### src/rtl/kbd_link_pkg.sv
/*
 * constants shared by both ends of the keyboard handshake link: word layout,
 * reserved codes and handshake timing.
 * assumes a 10 MHz clk on each side; the link itself carries no clock.
 */
package kbd_link_pkg;
   localparam int unsigned CLK_HZ           = 10_000_000;
   localparam int unsigned WORD_BITS        = 9;
   localparam int unsigned DATA_BITS        = 8;
   localparam int unsigned BIT_IDX_W        = 4;
   localparam int unsigned KEY_NUM_BITS     = 7;
   localparam int unsigned STATUS_BIT       = 7;
   localparam logic [7:0]  CODE_OVERFLOW    = 8'hFE;
   localparam logic [7:0]  CODE_DEAD        = 8'hFF;
   localparam int unsigned QUEUE_DEPTH      = 8;
   localparam int unsigned QUEUE_PTR_W      = 3;
   // handshake timing in its own units
   localparam int unsigned READY_LOW_TO_ACK_LOW_TIME_MS  = 250;
   localparam int unsigned ACK_HIGH_TO_READY_LOW_TIME_MS = 1;
   // longest waits round down to whole cycles
   localparam int unsigned ACK_TIMEOUT_CYC =
      READY_LOW_TO_ACK_LOW_TIME_MS * (CLK_HZ / 1000);
   localparam int unsigned READY_DELAY_MAX_CYC =
      ACK_HIGH_TO_READY_LOW_TIME_MS * (CLK_HZ / 1000);
   localparam int unsigned TIMER_W          = 22;
   localparam logic [BIT_IDX_W-1:0] LAST_DATA_IDX = 4'h7;
endpackage : kbd_link_pkg

### src/rtl/kbd_link_if.sv
/*
 * the three wires between keyboard and terminal processor.
 * assumes the bench or a top joins the two modports; no clock crosses here.
 */
interface kbd_link_if;
   logic key_ready_n;
   logic host_ack_in;
   logic key_serial_data;

   modport keyboard (
      output key_ready_n,
      output key_serial_data,
      input  host_ack_in
   );
   modport processor (
      input  key_ready_n,
      input  key_serial_data,
      output host_ack_in
   );
endinterface : kbd_link_if

### src/rtl/kbd_link_keyboard.sv
/*
 * keyboard end: queues key events and sends each one as a 9-bit handshaked
 * word over the link.
 * assumes its own 10 MHz clk and reset_n; the ack line is asynchronous.
 */
// Behaviour
// - ready low starts every bit, stop included
// - ready returns high after ack falls
// - data changes after ack rises, before ready
// - stop bit low, then high, then idle
// - nine bits, byte LSB first, then stop
// - byte MSB key status, low seven key
// - stop low until ack falls, then high
// - each queued event announced by ready falling
// - processor treats ready falling as event request
// - no ack within 250 ms restarts word
// - processor acks each ready within 250 ms
// - next ready within 1 ms of ack rising
// - FE overflow, FF dead keyboard reserved
module kbd_link_keyboard #(
   parameter int unsigned ACK_TIMEOUT = kbd_link_pkg::ACK_TIMEOUT_CYC
) (
   input  wire logic                                  clk,
   input  wire logic                                  reset_n,
   input  wire logic                                  key_event_valid,
   input  wire logic                                  key_event_closed,
   input  wire logic [kbd_link_pkg::KEY_NUM_BITS-1:0] key_event_number,
   input  wire logic                                  key_dead,
   output logic                                       key_event_ready,
   output logic                                       queue_overflowed,
   kbd_link_if.keyboard                               link
);
   import kbd_link_pkg::*;

   typedef enum logic [2:0] {
      ST_IDLE, ST_READY_LOW, ST_WAIT_ACK_HIGH, ST_STOP_LOW, ST_STOP_WAIT_HIGH
   } kb_state_t;

   kb_state_t               state_q;
   logic [1:0]              ack_sync_q;
   logic                    ack_prev_q;
   logic                    ack_fall;
   logic                    ack_rise;
   logic [DATA_BITS-1:0]    queue_q [QUEUE_DEPTH];
   logic [QUEUE_PTR_W-1:0]  wr_ptr_q;
   logic [QUEUE_PTR_W-1:0]  rd_ptr_q;
   logic [QUEUE_PTR_W:0]    count_q;
   logic                    overflow_pending_q;
   logic                    push;
   logic                    pop;
   logic [DATA_BITS-1:0]    word_q;
   logic [BIT_IDX_W-1:0]    bit_idx_q;
   logic [TIMER_W-1:0]      timer_q;
   logic                    ready_n_q;
   logic                    data_q;
   logic                    word_loaded;

   // two flops before edge detection, ack comes from another clock
   always_ff @(posedge clk or negedge reset_n) begin
      if (!reset_n) begin
         ack_sync_q <= 2'h3;
         ack_prev_q <= 1'b1;
      end else begin
         ack_sync_q <= {ack_sync_q[0], link.host_ack_in};
         ack_prev_q <= ack_sync_q[1];
      end
   end
   assign ack_fall = ack_prev_q & ~ack_sync_q[1];
   assign ack_rise = ~ack_prev_q & ack_sync_q[1];

   // one slot is kept back so the overflow code always has a place
   assign key_event_ready = (count_q < (QUEUE_PTR_W+1)'(QUEUE_DEPTH - 1)) && !overflow_pending_q;
   assign push = key_event_valid && key_event_ready;
   assign queue_overflowed = overflow_pending_q;
   assign word_loaded = (state_q == ST_IDLE) && (count_q != '0 || key_dead);
   assign pop = word_loaded && !key_dead;

   // event queue, status in MSB and key number below
   always_ff @(posedge clk or negedge reset_n) begin
      if (!reset_n) begin
         wr_ptr_q           <= '0;
         rd_ptr_q           <= '0;
         count_q            <= '0;
         overflow_pending_q <= 1'b0;
      end else begin
         if (push) begin
            queue_q[wr_ptr_q] <= {key_event_closed, key_event_number};
            wr_ptr_q          <= wr_ptr_q + 1'b1;
         end else if (overflow_pending_q && count_q < (QUEUE_PTR_W+1)'(QUEUE_DEPTH)) begin
            queue_q[wr_ptr_q]  <= CODE_OVERFLOW;
            wr_ptr_q           <= wr_ptr_q + 1'b1;
            overflow_pending_q <= 1'b0;
         end
         if (key_event_valid && !key_event_ready && !overflow_pending_q) begin
            overflow_pending_q <= 1'b1;                            // key lost
         end
         if (pop) begin
            rd_ptr_q <= rd_ptr_q + 1'b1;
         end
         count_q <= count_q
                    + (QUEUE_PTR_W+1)'(push || (overflow_pending_q && !push
                                              && count_q < (QUEUE_PTR_W+1)'(QUEUE_DEPTH)))
                    - (QUEUE_PTR_W+1)'(pop);
      end
   end

   // word transmit state machine
   always_ff @(posedge clk or negedge reset_n) begin
      if (!reset_n) begin
         state_q   <= ST_IDLE;
         ready_n_q <= 1'b1;
         data_q    <= 1'b1;
         word_q    <= '0;
         bit_idx_q <= '0;
         timer_q   <= '0;
      end else begin
         timer_q <= timer_q + 1'b1;
         unique case (state_q)
            ST_IDLE: begin
               if (word_loaded) begin
                  // dead keyboard reports FF instead of queue contents
                  word_q    <= key_dead ? CODE_DEAD : queue_q[rd_ptr_q];
                  data_q    <= key_dead ? CODE_DEAD[0] : queue_q[rd_ptr_q][0]; // LSB first
                  bit_idx_q <= '0;
                  timer_q   <= '0;
                  state_q   <= ST_READY_LOW;
               end
            end
            ST_READY_LOW: begin
               // data settled the cycle before ready drops
               ready_n_q <= 1'b0;
               if (ready_n_q) begin
                  timer_q <= '0;
               end else if (ack_fall) begin
                  ready_n_q <= 1'b1;
                  state_q   <= ST_WAIT_ACK_HIGH;
               end else if (timer_q >= TIMER_W'(ACK_TIMEOUT - 1)) begin
                  // give up and resend from bit 0
                  ready_n_q <= 1'b1;
                  bit_idx_q <= '0;
                  data_q    <= word_q[0];
                  state_q   <= ST_WAIT_ACK_HIGH;
               end
            end
            ST_WAIT_ACK_HIGH: begin
               // after a timeout ack is already high, so move straight on
               if (ack_rise || (bit_idx_q == '0 && ack_sync_q[1] && ready_n_q && data_q == word_q[0]
                                && timer_q >= TIMER_W'(ACK_TIMEOUT - 1))) begin
                  if (bit_idx_q == LAST_DATA_IDX) begin
                     data_q  <= 1'b0;                              // stop bit low
                     state_q <= ST_STOP_LOW;
                  end else begin
                     bit_idx_q <= ack_rise ? bit_idx_q + 1'b1 : bit_idx_q;
                     data_q    <= ack_rise ? word_q[3'(bit_idx_q + 1'b1)] : word_q[0];
                     state_q   <= ST_READY_LOW;                    // next ready in a cycle
                  end
                  timer_q <= '0;
               end
            end
            ST_STOP_LOW: begin
               ready_n_q <= 1'b0;
               if (ready_n_q) begin
                  timer_q <= '0;
               end else if (ack_fall) begin
                  data_q    <= 1'b1;
                  ready_n_q <= 1'b1;
                  state_q   <= ST_STOP_WAIT_HIGH;
               end else if (timer_q >= TIMER_W'(ACK_TIMEOUT - 1)) begin
                  ready_n_q <= 1'b1;
                  bit_idx_q <= '0;
                  data_q    <= word_q[0];
                  state_q   <= ST_WAIT_ACK_HIGH;
               end
            end
            ST_STOP_WAIT_HIGH: begin
               if (ack_rise) begin
                  state_q <= ST_IDLE;
               end
            end
         endcase
      end
   end

   assign link.key_ready_n     = ready_n_q;
   assign link.key_serial_data = data_q;
endmodule : kbd_link_keyboard

### src/flat_wrapper.sv
// flat-port wrapper written by rule: the top's interface ports become plain ports
module kbd_link_keyboard_flat import kbd_link_pkg::*;
#(
   parameter int unsigned ACK_TIMEOUT = kbd_link_pkg::ACK_TIMEOUT_CYC
)
  (clk, reset_n, key_event_valid, key_event_closed, key_event_number, key_dead, key_event_ready, queue_overflowed, link_key_ready_n, link_key_serial_data, link_host_ack_in);
  kbd_link_if link_i ();
  input  wire logic clk;
  input  wire logic reset_n;
  input  wire logic key_event_valid;
  input  wire logic key_event_closed;
  input  wire logic [kbd_link_pkg::KEY_NUM_BITS-1:0] key_event_number;
  input  wire logic key_dead;
  output logic key_event_ready;
  output logic queue_overflowed;
  output wire logic [$bits(link_i.key_ready_n)-1:0] link_key_ready_n;
  output wire logic [$bits(link_i.key_serial_data)-1:0] link_key_serial_data;
  input wire logic [$bits(link_i.host_ack_in)-1:0] link_host_ack_in;
  assign link_key_ready_n = link_i.key_ready_n;
  assign link_key_serial_data = link_i.key_serial_data;
  assign link_i.host_ack_in = link_host_ack_in;
  kbd_link_keyboard #(.ACK_TIMEOUT(ACK_TIMEOUT)) u_core (.clk(clk), .reset_n(reset_n), .key_event_valid(key_event_valid), .key_event_closed(key_event_closed), .key_event_number(key_event_number), .key_dead(key_dead), .key_event_ready(key_event_ready), .queue_overflowed(queue_overflowed), .link(link_i));
endmodule
### config.mk
export PLATFORM = sky130hd
export DESIGN_NAME = kbd_link_keyboard_flat
export DESIGN_NICKNAME = d
export VERILOG_FILES = /design/src/rtl/kbd_link_pkg.sv /design/src/rtl/kbd_link_if.sv /design/src/rtl/kbd_link_keyboard.sv /design/src/flat_wrapper.sv
export SDC_FILE = /design/constraint.sdc
export NUM_CORES = 1
export LEC_CHECK = 0
export BUFFER_PORTS_ARGS = -buffer_cell sky130_fd_sc_hd__buf_2
export CAP_MARGIN = 15
export CORE_ASPECT_RATIO = 0.9
export CORE_MARGIN = 8
export CORE_UTILIZATION = 60
export DETAILED_ROUTE_END_ITERATION = 7
export PLACE_DENSITY = 0.76
export SYNTH_ARGS = -nofsm -noshare
export SYNTH_HDL_FRONTEND = slang
export SYNTH_SLANG_ARGS = --single-unit
### constraint.sdc
create_clock -name clk -period 4.1 [get_ports clk]
set_input_delay 0.41 -clock clk [delete_from_list [all_inputs] [get_ports clk]]
set_output_delay 0.41 -clock clk [all_outputs]
set_load 0.05 [all_outputs]
==> metrics.csv <==
metric,value,unit
clk sinks,117,
top-area cell type share of the netlist area,36.0,%
distinct cell type count after synthesis,56,
proportion of register bits with asynchronous set or reset after synthesis,45.3,%
Setup CP Type,reg -> reg,
violation count after the first detailed-route iteration,219,
worst slew slack as a fraction of its limit,38.2,%
cell occurring most often along the worst timing path,sky130_fd_sc_hd__ha_1,
actual transition at the worst max-transition pin,0.924,ns
cell area after placement,0.00557,mm2
cts hold-fix bufs,2,
first-pass GRT wire length,17100,um
detail-routed via count per cell,5.84,
Setup crit end kind,register,
Commonest cells post-synth,"sky130_fd_sc_hd__edfxtp_1 (64), sky130_fd_sc_hd__dfrtp_1 (48), sky130_fd_sc_hd__nor2_1 (42), sky130_fd_sc_hd__nand2_1 (22), sky130_fd_sc_hd__mux4_2 (18)",
Synth-to-Final Area Change,15.4,%
total half-perimeter wirelength after legalization and detailed placement,6690,um
vias in the first global route,3393,
count of flip-flops with a built-in enable after synthesis,64,
Via Count,3254,
delay of the slowest cell on the worst path,0.61,ns
clock tree from TritonCTS,built,
Setup Skew,0.00800,ns
routability congestion estimate from global placement,0.815,
Clock Root Buffer,sky130_fd_sc_hd__clkbuf_8,
DRC Markers,0,
"Gates resized, CTS repair",0,
die outline width,115,um
fraction of layout cells with a size suffix above 1,22.4,%
antenna violations before repair,0,
clock period minus worst slack,3.07,ns
unrepaired setup endpoints after global routing,no,
H-tree levels,4,
total routing resource utilization after global routing,18.5,%
Cell Pwr Density,664,mW/mm2
Most used DFF post-synth,sky130_fd_sc_hd__edfxtp_1,
crit path max fanout,11,
number of placement rows,32,
count of yosys warnings during synthesis,0,
critical path startpoint category,register,
Slew Limit Fails,0,
Post-Synthesis Mean Instance Area,13.6,um2
initial cell density of the core,62.0,%
drt total wl,10100,um
syn_nets,417,
cell type with the highest aggregate area in the netlist,sky130_fd_sc_hd__edfxtp_1,
maximum number of pins on one net before global-route repair,40,
"Buf+Inv Stages, Crit Path",3,
worst-path cell chain,inv_1 > ha_1 > nor4b_1 > nor4_2 > nor2b_1 > buf_4 > ha_1 > inv_1 > ha_1 > fa_1 > xor2_1,
final hold slack,0.116,ns
count of nets left with antenna violations after detail routing,0,
max-cap violation count,0,
biggest area contributors in the synthesized netlist,"sky130_fd_sc_hd__edfxtp_1 (36%), sky130_fd_sc_hd__dfrtp_1 (23%), sky130_fd_sc_hd__mux4_2 (7.6%)",
Pleak,0.00239,uW
drt wl/cell,18.2,um
standard cell core area,0.00861,mm2
deepest clock path buffer count,2,
worst voltage drop across the vdd grid,518,uV
Fmax,326,MHz
summed area of non-filler cells in the final layout,0.00616,mm2
final hold viol count,0,
detailed-router iteration count before antenna repair,4,
sequential element share of the synthesized area,61.0,%
run status,"finished, final reports clean",
clock transition at the registers of the reported paths,0.06,ns
vertical die dimension,105,um
dominant cell by count in the synthesized netlist,sky130_fd_sc_hd__edfxtp_1,
crit-path leading delay family,adder cells,
Post-CTS Setup Bufs,0,
total setup violations reported at the end of the flow,0,
Crit-path slowest cell,sky130_fd_sc_hd__nor4b_1,
register bit total from synthesis,117,
clock network latency to the later pin of the worst-skew pair,0.51,ns
I/O Pins,17,
"Remaining Overflow, GRT",0,
part of the cycle the worst path needs,74.8,%
overall power of the completed layout,4080,uW
Setup TNS Final,0,ns
required arrival time at the worst endpoint,4.50,ns
Port Buf Inserts,16,
cell area after synthesis,0.00533,mm2
critical path arrival,3.47,ns
cell count after synthesis,392,
Hold WC Path Type,in -> reg,
die area,0.0122,mm2
Final nets,450,
antenna diode count,0,
Num CTS Buffers,17,
## registers in the layout (all words and copies together), names as in the netlist
register                     cells
u_core.link.key_serial_data      1
u_core.state_q                   3
u_core.link.key_ready_n          1
u_core.rd_ptr_q                  3
u_core.ack_sync_q                2
u_core.ack_prev_q                1
u_core.bit_idx_q                 4
u_core.queue_overflowed          1
u_core.timer_q                  22
u_core.word_q                    8
u_core.wr_ptr_q                  3
u_core.queue_q                  64
u_core.count_q                   4
## area by class of cell
cell class / count / area (um2)
Clock buffer: 17 / 414
Clock inverter: 15 / 156
Fill cell: 577 / 2450
Inverter: 10 / 37.5
Multi-Input combinational cell: 251 / 1970
Sequential cell: 117 / 3250
Tap cell: 119 / 149
Timing Repair Buffer: 28 / 175
## worst paths after layout
path,startpoint,end,slack (ns),cells past startpoint
min in group asynchronous,reset_n,u_core.count_q[1],0.40,2
max,u_core.count_q[3],u_core.count_q[2],1.03,11
min reg2reg,u_core.ack_sync_q[0],u_core.ack_sync_q[1],0.36,0
min,key_event_valid,u_core.queue_overflowed,0.12,2
max in group asynchronous,reset_n,u_core.link.key_ready_n,2.81,3
max reg2reg,u_core.count_q[3],u_core.count_q[2],1.03,11
## logic make-up (layout without fill, tap and decap cells)
| family | Yosys count | in the layout | synth area share, % |
|---|---|---|---|
| AO/OA/AOI/OAI | 42 | 42 | 5.44 |
| XOR/XNOR | 29 | 29 | 4.76 |
| adder cells (fa/ha/maj) | 12 | 12 | 2.96 |
| buffers and inverters | 24 | 70 | 2.30 |
| flip-flops | 117 | 117 | 61.0 |
| multiplexers | 31 | 31 | 10.1 |
| AND/OR/NAND/NOR | 137 | 137 | 13.4 |
## where the power goes
part	leakage [uW]	internal, uW	switching, uW
Sequential	0.00123	1460	183
Clock	0.000280	830	580
Combinational	0.000874	471	564
Total	0.00239	2760	1330
## stage by stage
stage                     setup slack, ns  utilization [%]  std cells
after CTS                            1.02             71.5        557
after global routing                0.866             71.5        557
after detailed placement             1.09             64.7        523
after global placement               1.16             64.7        523
after floorplan                      1.33                -        392
final                                1.03             71.5        557
## metal layers
layer  track usage [%]  wire (um)  share of wire (%)  vias up
li1                  -          -                  -     1517
met1              25.0       4810                 47     1644
met3              4.34        407                4.0       20
met5                 0          0                  0        -
met4              7.03        188                1.9        0
met2              28.4       4720                 47       73
## worst reg2reg max path, cell delays in order, from the launching register on
cell and delay, ns:
sky130_fd_sc_hd__dfrtp_1 0.40, sky130_fd_sc_hd__inv_1 0.11, sky130_fd_sc_hd__ha_1 0.17, sky130_fd_sc_hd__nor4b_1 0.61, sky130_fd_sc_hd__nor4_2 0.22, sky130_fd_sc_hd__nor2b_1 0.20, sky130_fd_sc_hd__buf_4 0.17, sky130_fd_sc_hd__ha_1 0.28
sky130_fd_sc_hd__inv_1 0.03, sky130_fd_sc_hd__ha_1 0.21, sky130_fd_sc_hd__fa_1 0.38, sky130_fd_sc_hd__xor2_1 0.17
## cells in the final DEF, fill, tap and decap left out, drive strengths merged, types with 13 or more instances in the layout
cell,synthesis,layout
a21oi,14,14
buf,9,26
clkbuf,5,17
dfrtp,48,48
edfxtp,64,64
inv,10,21
mux4,18,18
nand2,22,22
nand3,14,14
nor2,42,42
xnor2,13,13
xor2,16,16
Note: power is estimated with default switching activity, not from simulation.
